## src/rtl/lxb_pkg.sv

```systemverilog
// package: register map, field layout, reset values and carriers for the lane crossbar block
package lxb_pkg;
  localparam int LANES = 8;
  localparam int LINKS = 2;
  localparam int LANE_W = 32;
  localparam int BUF_DEPTH = 8;
  localparam int BUF_AW = 3;
  localparam int PTR_W = BUF_AW + 1;
  localparam int ADDR_W = 10;
  localparam int DATA_W = 8;
  localparam int VAL_W = 5;
  localparam int SEL_W = 3;
  localparam int MAX_DELAY = 31;
  localparam int LINK1_FIRST_LANE = 4;
  localparam int SEL_LO_LSB = 0;
  localparam int SEL_HI_LSB = 3;

  // register offsets
  localparam logic [ADDR_W-1:0] OFF_LATENCY [LINKS] = '{10'h302, 10'h303};
  localparam logic [ADDR_W-1:0] OFF_DELAY [LINKS] = '{10'h304, 10'h305};
  localparam logic [ADDR_W-1:0] OFF_READOUT [LINKS] = '{10'h306, 10'h307};
  localparam logic [ADDR_W-1:0] OFF_MAP [LANES/2] = '{10'h308, 10'h309, 10'h30a, 10'h30b};
  localparam logic [ADDR_W-1:0] OFF_FULL = 10'h30c;

  // reset values and padding
  localparam logic [VAL_W-1:0] DELAY_RST = 5'h00;
  localparam logic [VAL_W-1:0] READOUT_RST = 5'h06;
  localparam logic [VAL_W-1:0] LATENCY_RST = 5'h00;
  localparam logic [VAL_W-1:0] VAL_ONE = 5'h01;
  localparam logic [VAL_W-1:0] VAL_MAX = 5'h1f;
  localparam logic [2:0] RSV3 = 3'h0;
  localparam logic [1:0] RSV2 = 2'h0;
  localparam logic [DATA_W-1:0] RD_NONE = 8'h00;
  localparam logic [PTR_W-1:0] PTR_RST = 4'h0;
  localparam logic [PTR_W-1:0] PTR_ONE = 4'h1;
  localparam logic [PTR_W-1:0] PTR_FULL_XOR = 4'h8;

  typedef struct packed {
    logic [ADDR_W-1:0] addr;
    logic wr;
    logic rd;
    logic [DATA_W-1:0] wdata;
  } lxb_reg_req_t;

  typedef struct packed {
    logic valid;
    logic [LANE_W-1:0] data;
  } lxb_lane_t;
endpackage

```

## src/rtl/lxb_top.sv

```systemverilog
// lane crossbar, per-lane buffers and lmfc-timed read-out release with latency report
//
// Behaviour
// - each link reports 5-bit latency from its delayed global lmfc to its deframer lmfc.
// - each link delays the global lmfc by its 5-bit frame count, reset zero.
// - lane buffers release words at the rx lmfc position set per link, reset six.
// - logical lane n takes data from the physical lane its 3-bit field selects.
// - after reset logical lane n maps to physical lane n.
// - 8-bit read-only full vector, bit x high while lane x buffer is full.
// - link 1 and its settings act only when two-link mode is selected.
`timescale 1ns/1ps
`default_nettype none
module lxb_top
  import lxb_pkg::*;
(
  // clock and reset
  input wire logic clk,
  input wire logic srst,
  // register port
  input wire lxb_reg_req_t reg_req,
  output logic [DATA_W-1:0] reg_rdata,
  output logic reg_rvalid,
  // mode and multiframe timing
  input wire logic two_link_select,
  input wire logic global_lmfc,
  input wire logic [LINKS-1:0] deframer_lmfc,
  // lanes
  input wire lxb_lane_t serial_input_lane [LANES],
  output lxb_lane_t logical_lane [LANES],
  output logic [LANES-1:0] lane_buffer_full
);

  logic [MAX_DELAY-1:0] glmfc_hist_r;
  logic [MAX_DELAY-1:0] glmfc_hist_nxt;
  logic [VAL_W-1:0] delay_r [LINKS];
  logic [VAL_W-1:0] readout_r [LINKS];
  logic [VAL_W-1:0] rx_cnt_r [LINKS];
  logic [VAL_W-1:0] lat_cnt_r [LINKS];
  logic [VAL_W-1:0] latency_r [LINKS];
  logic [LINKS-1:0] rx_seen_r;
  logic [LINKS-1:0] release_r;
  logic [LINKS-1:0] link_on;
  logic [LINKS-1:0] lmfc_dly;
  logic [SEL_W-1:0] sel_r [LANES];
  logic [DATA_W-1:0] map_rd [LANES/2];
  logic [DATA_W-1:0] rd_link [LINKS];
  logic [DATA_W-1:0] rd_map;
  logic [DATA_W-1:0] rd_mux;

  // global lmfc history, one tap per frame cycle
  assign glmfc_hist_nxt = {glmfc_hist_r[MAX_DELAY-2:0], global_lmfc};

  always_ff @(posedge clk)
  begin
    if (srst)
      glmfc_hist_r <= '0;
    else
      glmfc_hist_r <= glmfc_hist_nxt;
  end

  genvar l;
  generate
    for (l = 0; l < LINKS; l++)
    begin : g_link
      logic wr_delay;
      logic wr_readout;
      logic [VAL_W-1:0] tap;
      logic at_readout;
      assign link_on[l] = (l == 0) || two_link_select;
      assign wr_delay = reg_req.wr && (reg_req.addr == OFF_DELAY[l]);
      assign wr_readout = reg_req.wr && (reg_req.addr == OFF_READOUT[l]);
      assign tap = delay_r[l] - VAL_ONE;
      // delay zero passes the live pulse through
      assign lmfc_dly[l] = (delay_r[l] == DELAY_RST) ? global_lmfc : glmfc_hist_r[tap];
      assign at_readout = rx_seen_r[l] && (rx_cnt_r[l] == readout_r[l]);
      assign rd_link[l] = (reg_req.addr == OFF_LATENCY[l]) ? {RSV3, latency_r[l]} :
                          (reg_req.addr == OFF_DELAY[l]) ? {RSV3, delay_r[l]} :
                          (reg_req.addr == OFF_READOUT[l]) ? {RSV3, readout_r[l]} : RD_NONE;

      always_ff @(posedge clk)
      begin
        if (srst)
        begin
          delay_r[l] <= DELAY_RST;
          readout_r[l] <= READOUT_RST;
        end
        else
        begin
          if (wr_delay)
            delay_r[l] <= reg_req.wdata[VAL_W-1:0];
          if (wr_readout)
            readout_r[l] <= reg_req.wdata[VAL_W-1:0];
        end
      end

      // receive lmfc phase, aligned to the delayed global lmfc
      always_ff @(posedge clk)
      begin
        if (srst || !link_on[l])
        begin
          rx_cnt_r[l] <= '0;
          rx_seen_r[l] <= 1'b0;
          release_r[l] <= 1'b0;
        end
        else
        begin
          rx_cnt_r[l] <= lmfc_dly[l] ? '0 : rx_cnt_r[l] + VAL_ONE;
          if (lmfc_dly[l])
            rx_seen_r[l] <= 1'b1;
          if (at_readout)
            release_r[l] <= 1'b1;
        end
      end

      // cycles from delayed global lmfc to this link's deframer lmfc
      always_ff @(posedge clk)
      begin
        if (srst || !link_on[l])
        begin
          lat_cnt_r[l] <= '0;
          latency_r[l] <= LATENCY_RST;
        end
        else
        begin
          // start at one so the value captured equals the cycle distance between the pulses
          if (lmfc_dly[l])
            lat_cnt_r[l] <= VAL_ONE;
          else if (lat_cnt_r[l] != VAL_MAX)
            lat_cnt_r[l] <= lat_cnt_r[l] + VAL_ONE;
          if (deframer_lmfc[l])
            latency_r[l] <= lmfc_dly[l] ? '0 : lat_cnt_r[l];
        end
      end
    end
  endgenerate

  genvar n;
  generate
    for (n = 0; n < LANES; n++)
    begin : g_lane
      localparam int FLD = (n % 2 == 1) ? SEL_HI_LSB : SEL_LO_LSB;
      localparam logic [SEL_W-1:0] SEL_RST = SEL_W'(n);
      logic [LANE_W-1:0] mem [BUF_DEPTH];
      logic [PTR_W-1:0] wr_ptr_r;
      logic [PTR_W-1:0] rd_ptr_r;
      logic wr_map;
      logic lk;
      logic full;
      logic empty;
      logic push;
      logic pop;
      lxb_lane_t src;
      assign wr_map = reg_req.wr && (reg_req.addr == OFF_MAP[n/2]);
      assign src = serial_input_lane[sel_r[n]];
      // lanes above the split belong to link 1 only in two-link mode
      assign lk = two_link_select && (n >= LINK1_FIRST_LANE);
      assign full = (wr_ptr_r ^ rd_ptr_r) == PTR_FULL_XOR;
      assign empty = wr_ptr_r == rd_ptr_r;
      assign push = src.valid && !full && link_on[lk];
      assign pop = release_r[lk] && !empty;
      assign lane_buffer_full[n] = full;

      always_ff @(posedge clk)
      begin
        if (srst)
          sel_r[n] <= SEL_RST;
        else if (wr_map)
          sel_r[n] <= reg_req.wdata[FLD +: SEL_W];
      end

      always_ff @(posedge clk)
      begin
        if (push)
          mem[wr_ptr_r[BUF_AW-1:0]] <= src.data;
      end

      always_ff @(posedge clk)
      begin
        if (srst)
        begin
          wr_ptr_r <= PTR_RST;
          rd_ptr_r <= PTR_RST;
          logical_lane[n] <= '0;
        end
        else
        begin
          if (push)
            wr_ptr_r <= wr_ptr_r + PTR_ONE;
          if (pop)
            rd_ptr_r <= rd_ptr_r + PTR_ONE;
          logical_lane[n].valid <= pop;
          logical_lane[n].data <= pop ? mem[rd_ptr_r[BUF_AW-1:0]] : logical_lane[n].data;
        end
      end
    end

    for (n = 0; n < LANES/2; n++)
    begin : g_map_rd
      assign map_rd[n] = (reg_req.addr == OFF_MAP[n]) ? {RSV2, sel_r[2*n+1], sel_r[2*n]} : RD_NONE;
    end
  endgenerate

  assign rd_map = map_rd[0] | map_rd[1] | map_rd[2] | map_rd[3];
  assign rd_mux = (reg_req.addr == OFF_FULL) ? lane_buffer_full : (rd_link[0] | rd_link[1] | rd_map);

  always_ff @(posedge clk)
  begin
    if (srst)
    begin
      reg_rdata <= RD_NONE;
      reg_rvalid <= 1'b0;
    end
    else
    begin
      reg_rvalid <= reg_req.rd;
      reg_rdata <= reg_req.rd ? rd_mux : reg_rdata;
    end
  end

endmodule
`default_nettype wire

```

## config.mk

```make
export PLATFORM = sky130hd
export DESIGN_NAME = lxb_top
export DESIGN_NICKNAME = d
export VERILOG_FILES = /design/src/rtl/lxb_pkg.sv /design/src/rtl/lxb_top.sv
export SDC_FILE = /design/constraint.sdc
export NUM_CORES = 2
export LEC_CHECK = 0
export ABC_AREA = 1
export BUFFER_PORTS_ARGS = -buffer_cell sky130_fd_sc_hd__buf_2
export CAP_MARGIN = 10
export CORE_MARGIN = 8
export CORE_UTILIZATION = 43
export DETAILED_ROUTE_END_ITERATION = 16
export GPL_ROUTABILITY_DRIVEN = 1
export HOLD_SLACK_MARGIN = 0.1
export PLACE_DENSITY = 0.57
export SETUP_SLACK_MARGIN = 0.02
export SYNTH_ARGS = -nofsm -noshare
export SYNTH_HDL_FRONTEND = slang
export SYNTH_SLANG_ARGS = --single-unit
```

## constraint.sdc

```tcl
create_clock -name clk -period 5.6 [get_ports clk]
set_input_delay 0.56 -clock clk [delete_from_list [all_inputs] [get_ports clk]]
set_output_delay 0.56 -clock clk [all_outputs]
set_load 0.01 [all_outputs]
```

### After elaboration in Yosys (flattened, before gate mapping)

Memory sizes are Yosys's and may differ from the RTL's. A register that Yosys moved wholly into a read port is not among the register bits.
Cells that the tools add are included.

* memories kept: 14
* output and inout bits: 281
* logic and storage cells: 334
* memory bits (writable): 2122
* register bits after elaboration: 116

Memories
* g_lane[0].mem: depth 8, width 32, read ports 1, clocked after Yosys merged registers in 1, wr ports 1, RTL line lxb_top.sv:143 `logic [LANE_W-1:0] mem [BUF_DEPTH];`
* g_lane[1].mem: depth 8, width 32, read ports 1, clocked after Yosys merged registers in 1, wr ports 1, RTL line lxb_top.sv:143
* g_lane[2].mem: depth 8, width 32, read ports 1, clocked after Yosys merged registers in 1, wr ports 1, RTL line lxb_top.sv:143
* g_lane[3].mem: depth 8, width 32, read ports 1, clocked after Yosys merged registers in 1, wr ports 1, RTL line lxb_top.sv:143
* g_lane[4].mem: depth 8, width 32, read ports 1, clocked after Yosys merged registers in 1, wr ports 1, RTL line lxb_top.sv:143
* g_lane[5].mem: depth 8, width 32, read ports 1, clocked after Yosys merged registers in 1, wr ports 1, RTL line lxb_top.sv:143
* 8 more memories

* $add $sub $neg: 22
* multiplexer cells: 134
* reduce and logical (&&, ||, !) cells: 50
* equality and inequality tests: 31
* bitwise operators: 41
* order comparisons: 11

Operator list (count)
* binary-select mux 33 bit (select 3 bit): 8
* 2-to-1 mux 33 bit: 16
* == test 10 bit (second input constant): 11
* 2-to-1 mux 5 bit: 22
* 2-to-1 mux 1 bit: 73
* adder 4 x 1 -> 4 bit (second input constant): 16
* == test 4 bit: 8
* == test 4 bit (second input constant): 8
* greater-or-equal comparator 4 bit (second input constant): 8
* inverter 3 -> 4 bit: 8
* bitwise XOR 4 bit: 8
* logical AND 1 bit: 30
* 2-to-1 mux 3 bit: 8
* 2-to-1 mux 6 bit: 4
* adder 5 x 1 -> 5 bit (second input constant): 4
* OR 1 bit: 20
* OR 6 bit: 3
* logical NOT 1 bit: 17
* less-than comparator 5 x 6 -> 1 bit (second input constant): 2
* binary-select mux 1 bit (select 5 bit): 2
* == test 5 bit: 2
* logical NOT 5 bit: 2
* != test 5 bit (second input constant): 2
* subtractor 5 x 1 -> 5 bit (second input constant): 2
* other kinds (5): 5

### Depth between registers and ports, before layout

An unclocked memory read counts as a cell.

* word-level depth: 10
* gate-level depth with buffers: 12
* gate-level depth less buffers: 10

### Worst setup path after synthesis

No wires, ideal clock.

* path kind: input -> register
* start: in serial_input_lane[65] (netlist name)
* end: mem g_lane[7].mem[6][0] (enable)
* stages on the path: 7
* library setup time: 461 ps
* buffers on the path: 1
* path slack: 1620 ps
* arrival: 3519 ps
* required time: 5139 ps
* path through: clkbuf_1 o211ai_1 nand3_1 nand3_1 inv_1 nand2_1 nor3_1

* cells in the longest elaborated chain, start to end: 7

Ends and longest elaborated chain
* start: declaration: RTL line lxb_top.sv:28 `input wire lxb_lane_t serial_input_lane [LANES],`
* binary-select mux 33 bit (select 3 bit): RTL line lxb_top.sv:154 `assign src = serial_input_lane[sel_r[n]];`
* 2-to-1 mux 33 bit (not written as such) (2 in a row): RTL line lxb_top.sv:154
* logical AND 1 bit (2 in a row): RTL line lxb_top.sv:159 `assign push = src.valid && !full && link_on[lk];`
* 2-to-1 mux 1 bit: RTL line lxb_top.sv:173 `if (push)`
* 2-to-1 mux 1 bit (not written as such): RTL line lxb_top.sv:174 `mem[wr_ptr_r[BUF_AW-1:0]] <= src.data;`
* end: declaration: RTL line lxb_top.sv:143

No other way between the ends. The select of a mux whose other input is x is not followed.

### Worst setup path in the final report

* start: reg g_lane[6].wr_ptr_r[0]
* end: mem g_lane[6].mem[4][5] (enable)

* cells in the longest elaborated chain, start to end: 7

Ends and longest elaborated chain
* start: declaration: RTL line lxb_top.sv:144 `logic [PTR_W-1:0] wr_ptr_r;`
* start signal: assignment: RTL line lxb_top.sv:188 `wr_ptr_r <= wr_ptr_r + PTR_ONE;`
* bitwise XOR 4 bit: RTL line lxb_top.sv:157 `assign full = (wr_ptr_r ^ rd_ptr_r) == PTR_FULL_XOR;`
* == test 4 bit: RTL line lxb_top.sv:157
* logical NOT 1 bit: RTL line lxb_top.sv:159
* logical AND 1 bit (2 in a row): RTL line lxb_top.sv:159
* 2-to-1 mux 1 bit: RTL line lxb_top.sv:173
* 2-to-1 mux 1 bit (not written as such): RTL line lxb_top.sv:174
* end: declaration: RTL line lxb_top.sv:143

Several ways; a longest one is shown, not always the timed one.

==> reports/qor.yml <==
drive_above_1_share: 0.123
fillers: 23700
maxCapViolations: 0
peakVddDrop_mv: 0.241
totalWireLength_um: 424000
ys_warn_count: 0
io_buffer_count: 568
finalWeightedCongestion: 0.957
ff_latch_area_um2: 71100
synth_top_family_by_area: "compound AO/OA/AOI/OAI gates"
clk_pin_slew_worst_paths_ns: 0.06
fp.dieH_um: 529
grt_pass1_vias: 83400
holdWs_ns: 0.170
multi_input_comb_area_um2: 37400
reg2reg_depth: 8
critPathMostFrequentCell: "nand2_1"
cp_cell_sequence: "xor2_1 -> nor2_1 -> nand2_1 -> nand3_1 -> inv_1 -> nand2_1 -> nor2_2 -> buf_12"
overflow: 0
reg2reg_to: "g_lane[6].mem[4][5]"
ys_seq_elements: 2494
tightest_slew_ns: 1.40
finClkSkew_ns: 0.0790
antenna_found_initial: 153
end_kind: "register"
fmax_mhz: 245
detailroute.via_count: 92600
coreArea_um2: 262000
cp_max_fo: 19
synth_fa_ha_area_frac: 0.00265
ioPinCount: 571
finalSetupViolCount: 0
start_util: 0.432
worstSkewPairLatency_ns: 0.89
drt-initial-drc-count: 12900
status: "finished, final reports clean"
slew_violations: 0
postCtsSetupRepairBufs: 0
synth-simple-area-share: 0.115
hpwl_um: 279000
ys_seq_area_frac: 0.627
synth.cell_area_um2: 113000
die_area_um2: 280000
synth_mux_area_frac: 0.00627
cts_tree: "yes"
hold_end: "glmfc_hist_r[30]"
hold_start: "srst"
dp_cells: 14700
whs_path_depth: 2
cp_slowest_cell: "nor2_2"
synthXorXnorAreaFrac: 0.00433
r2r_setup_slack_ns: 1.52
synth_compound_area_frac: 0.197
rsz0062_at_grt: "no"
synth_cell_types: 40
drtPass1Iterations: 7
cts_buffer_depth: 4
viasPerCell: 6.03
rows: 188
grt_pass1_wl_um: 597000
min_period_ns: 4.08
hp-class: "in -> reg"
htreeDepth: 5
stdcell_count: 15400
grtUsageTotal: 0.288
critPathRequiredTime_ns: 6.14
yosys.area.top_type: "edfxtp_1"
netlist_instances: 11300
fin_nets: 11800
wl_per_cell_um: 27.6
startpoint_type: "register"
postSynthNetCount: 11600
syn_area_per_cell_um2: 10.0
slew_headroom: 0.0656
fin_crit_sh: 0.728
p_per_area_nw_per_um2: 336
leakage_nw: 44.5
drcViolationCount: 0
cts_buffers: 273
root_buffer: "clkbuf_16"
grt_max_degree: 233
worst-setup-path-type: "reg -> reg"
cts.sinks: 2494
max_stage_delay_ns: 0.95
finalSetupTns_ns: 0
netlist.area_leader.share: 0.560
power_mw: 43.1
r2r_start: "g_lane[6].wr_ptr_r[0]"
arrival_ns: 4.62
finalHoldViolCount: 0
die_width_um: 529
syn_to_final_growth_pct: 13.3
ant_nets: 0
yosys-top-cells-area: "edfxtp_1 (56%), o21ai_0 (9.2%), dfxtp_1 (6.7%)"
-- layout make-up --
type | count | share of cell area
sequential | 2494 | 0.554
timing repair buffer | 883 | 0.0415
multi-input combinational | 7562 | 0.291
antenna | 119 | 0.00232
inverter | 304 | 0.00901
tap | 3515 | 0.0343
clock buffer | 368 | 0.0593
clock inverter | 118 | 0.00825
-- power breakdown --
group	switching (mW)	internal [mW]	leakage [nW]	total [mW]
registers	0.211	21.2	22.3	21.4
clock network	7.35	10.1	4.26	17.4
logic	3.27	0.991	17.9	4.26
total	10.8	32.3	44.5	43.1
-- worst max-delay path by stage --
stage,end,slack [ns],start
2_1_floorplan,g_lane[7].mem[6][0],1.62,serial_input_lane[65]
3_3_place_gp,g_lane[4].mem[4][26],1.87,g_lane[4].rd_ptr_r[0]
3_5_place_dp,g_lane[6].mem[4][4],1.74,g_lane[6].wr_ptr_r[0]
4_1_cts,g_lane[6].mem[4][4],1.73,g_lane[6].wr_ptr_r[0]
5_1_grt,g_lane[6].mem[4][4],1.44,g_lane[6].wr_ptr_r[0]
6_report,g_lane[6].mem[4][5],1.52,g_lane[6].wr_ptr_r[0]
-- critical path, delay by kind of cell, from the launching register on --
kind,cells,cell delay [ns]
buffers and inverters,2,0.52
XOR/XNOR,1,0.17
AND/OR/NAND/NOR,5,2.61
flip-flops,1,0.42
-- what timing repair did --
item                                    CTS  global route
resized for setup                         0             0
endpoints found under the setup margin    0             0
endpoints found under the hold margin     8             0
hold buffers                              4             0
-- stage by stage --
stage | setup slack (ns) | util | instance area [um2]
after floorplan | 1.62 | - | 113000
after global placement | 1.87 | 0.454 | 119000
after detailed placement | 1.74 | 0.454 | 119000
after CTS | 1.73 | 0.488 | 128000
after global routing | 1.44 | 0.489 | 128000
final | 1.52 | 0.489 | 128000
-- logic make-up after synthesis --
family	Yosys count
flip-flops	2494
multiplexers	71
AO/OA/AOI/OAI	4064
AND/OR/NAND/NOR	3347
adder cells (fa/ha/maj)	24
XOR/XNOR	56
buffers and inverters	1279
-- placed cells by master, fill, tap and decap left out, drive strengths merged, types with 24 or more instances in the layout --
cell type and count:
a31oi 421, mux2i 71, clkinv 103, o32ai 121
o21ai 2154, o211ai 282, ha 24, buf 878
edfxtp 2112, nor2 1865, xnor2 25, inv 303
a21oi 853, nand3 164, clkbuf 369, nand2 1274
dfxtp 382, xor2 31, diode 119, o22ai 231
-- flip-flops by register name (all words and copies together) (netlist names) --
signal / cells
g_lane.mem: 2048
logical_lane: 264
g_lane.rd_ptr_r: 32
g_lane.wr_ptr_r: 32
glmfc_hist_r: 31
sel_r: 24
delay_r: 10
lat_cnt_r: 10
latency_r: 10
readout_r: 10
rx_cnt_r: 10
reg_rdata: 8
release_r: 2
rx_seen_r: 2
reg_rvalid: 1
-- Yosys cell counts --
cell type,count
o22ai_1,231
nand2_2,8
clkbuf_1,561
edfxtp_1,2112
o21ai_0,2084
clkinv_1,5
nand4_1,14
inv_1,288
nand3_1,159
nor2_1,1859
xnor2_1,25
o211ai_1,282
a31oi_1,421
buf_4,37
clkbuf_2,20
nand4_2,3
nand2_1,1266
buf_2,243
nor3_1,10
o32ai_1,121
nor3_2,8
and2_1,2
dfxtp_1,382
xor2_1,31
a21oi_4,2
inv_2,11
mux2i_1,71
a21oi_1,851
nor4_1,3
nand3_2,5
nor2_2,6
o21ai_2,1
and3_1,1
o31ai_1,2
buf_1,95
buf_6,19
or2_2,2
nor3_4,1
ha_1,24
o21ai_1,69
-- metal layers --
layer,GRT usage,wire length (um),up-vias
li1,-,-,41400
met1,0.380,164000,44900
met2,0.422,180000,5313
met3,0.0782,49300,1051
met4,0.183,30900,22
met5,0,135,-
Note: power is estimated with default switching activity, not from simulation.
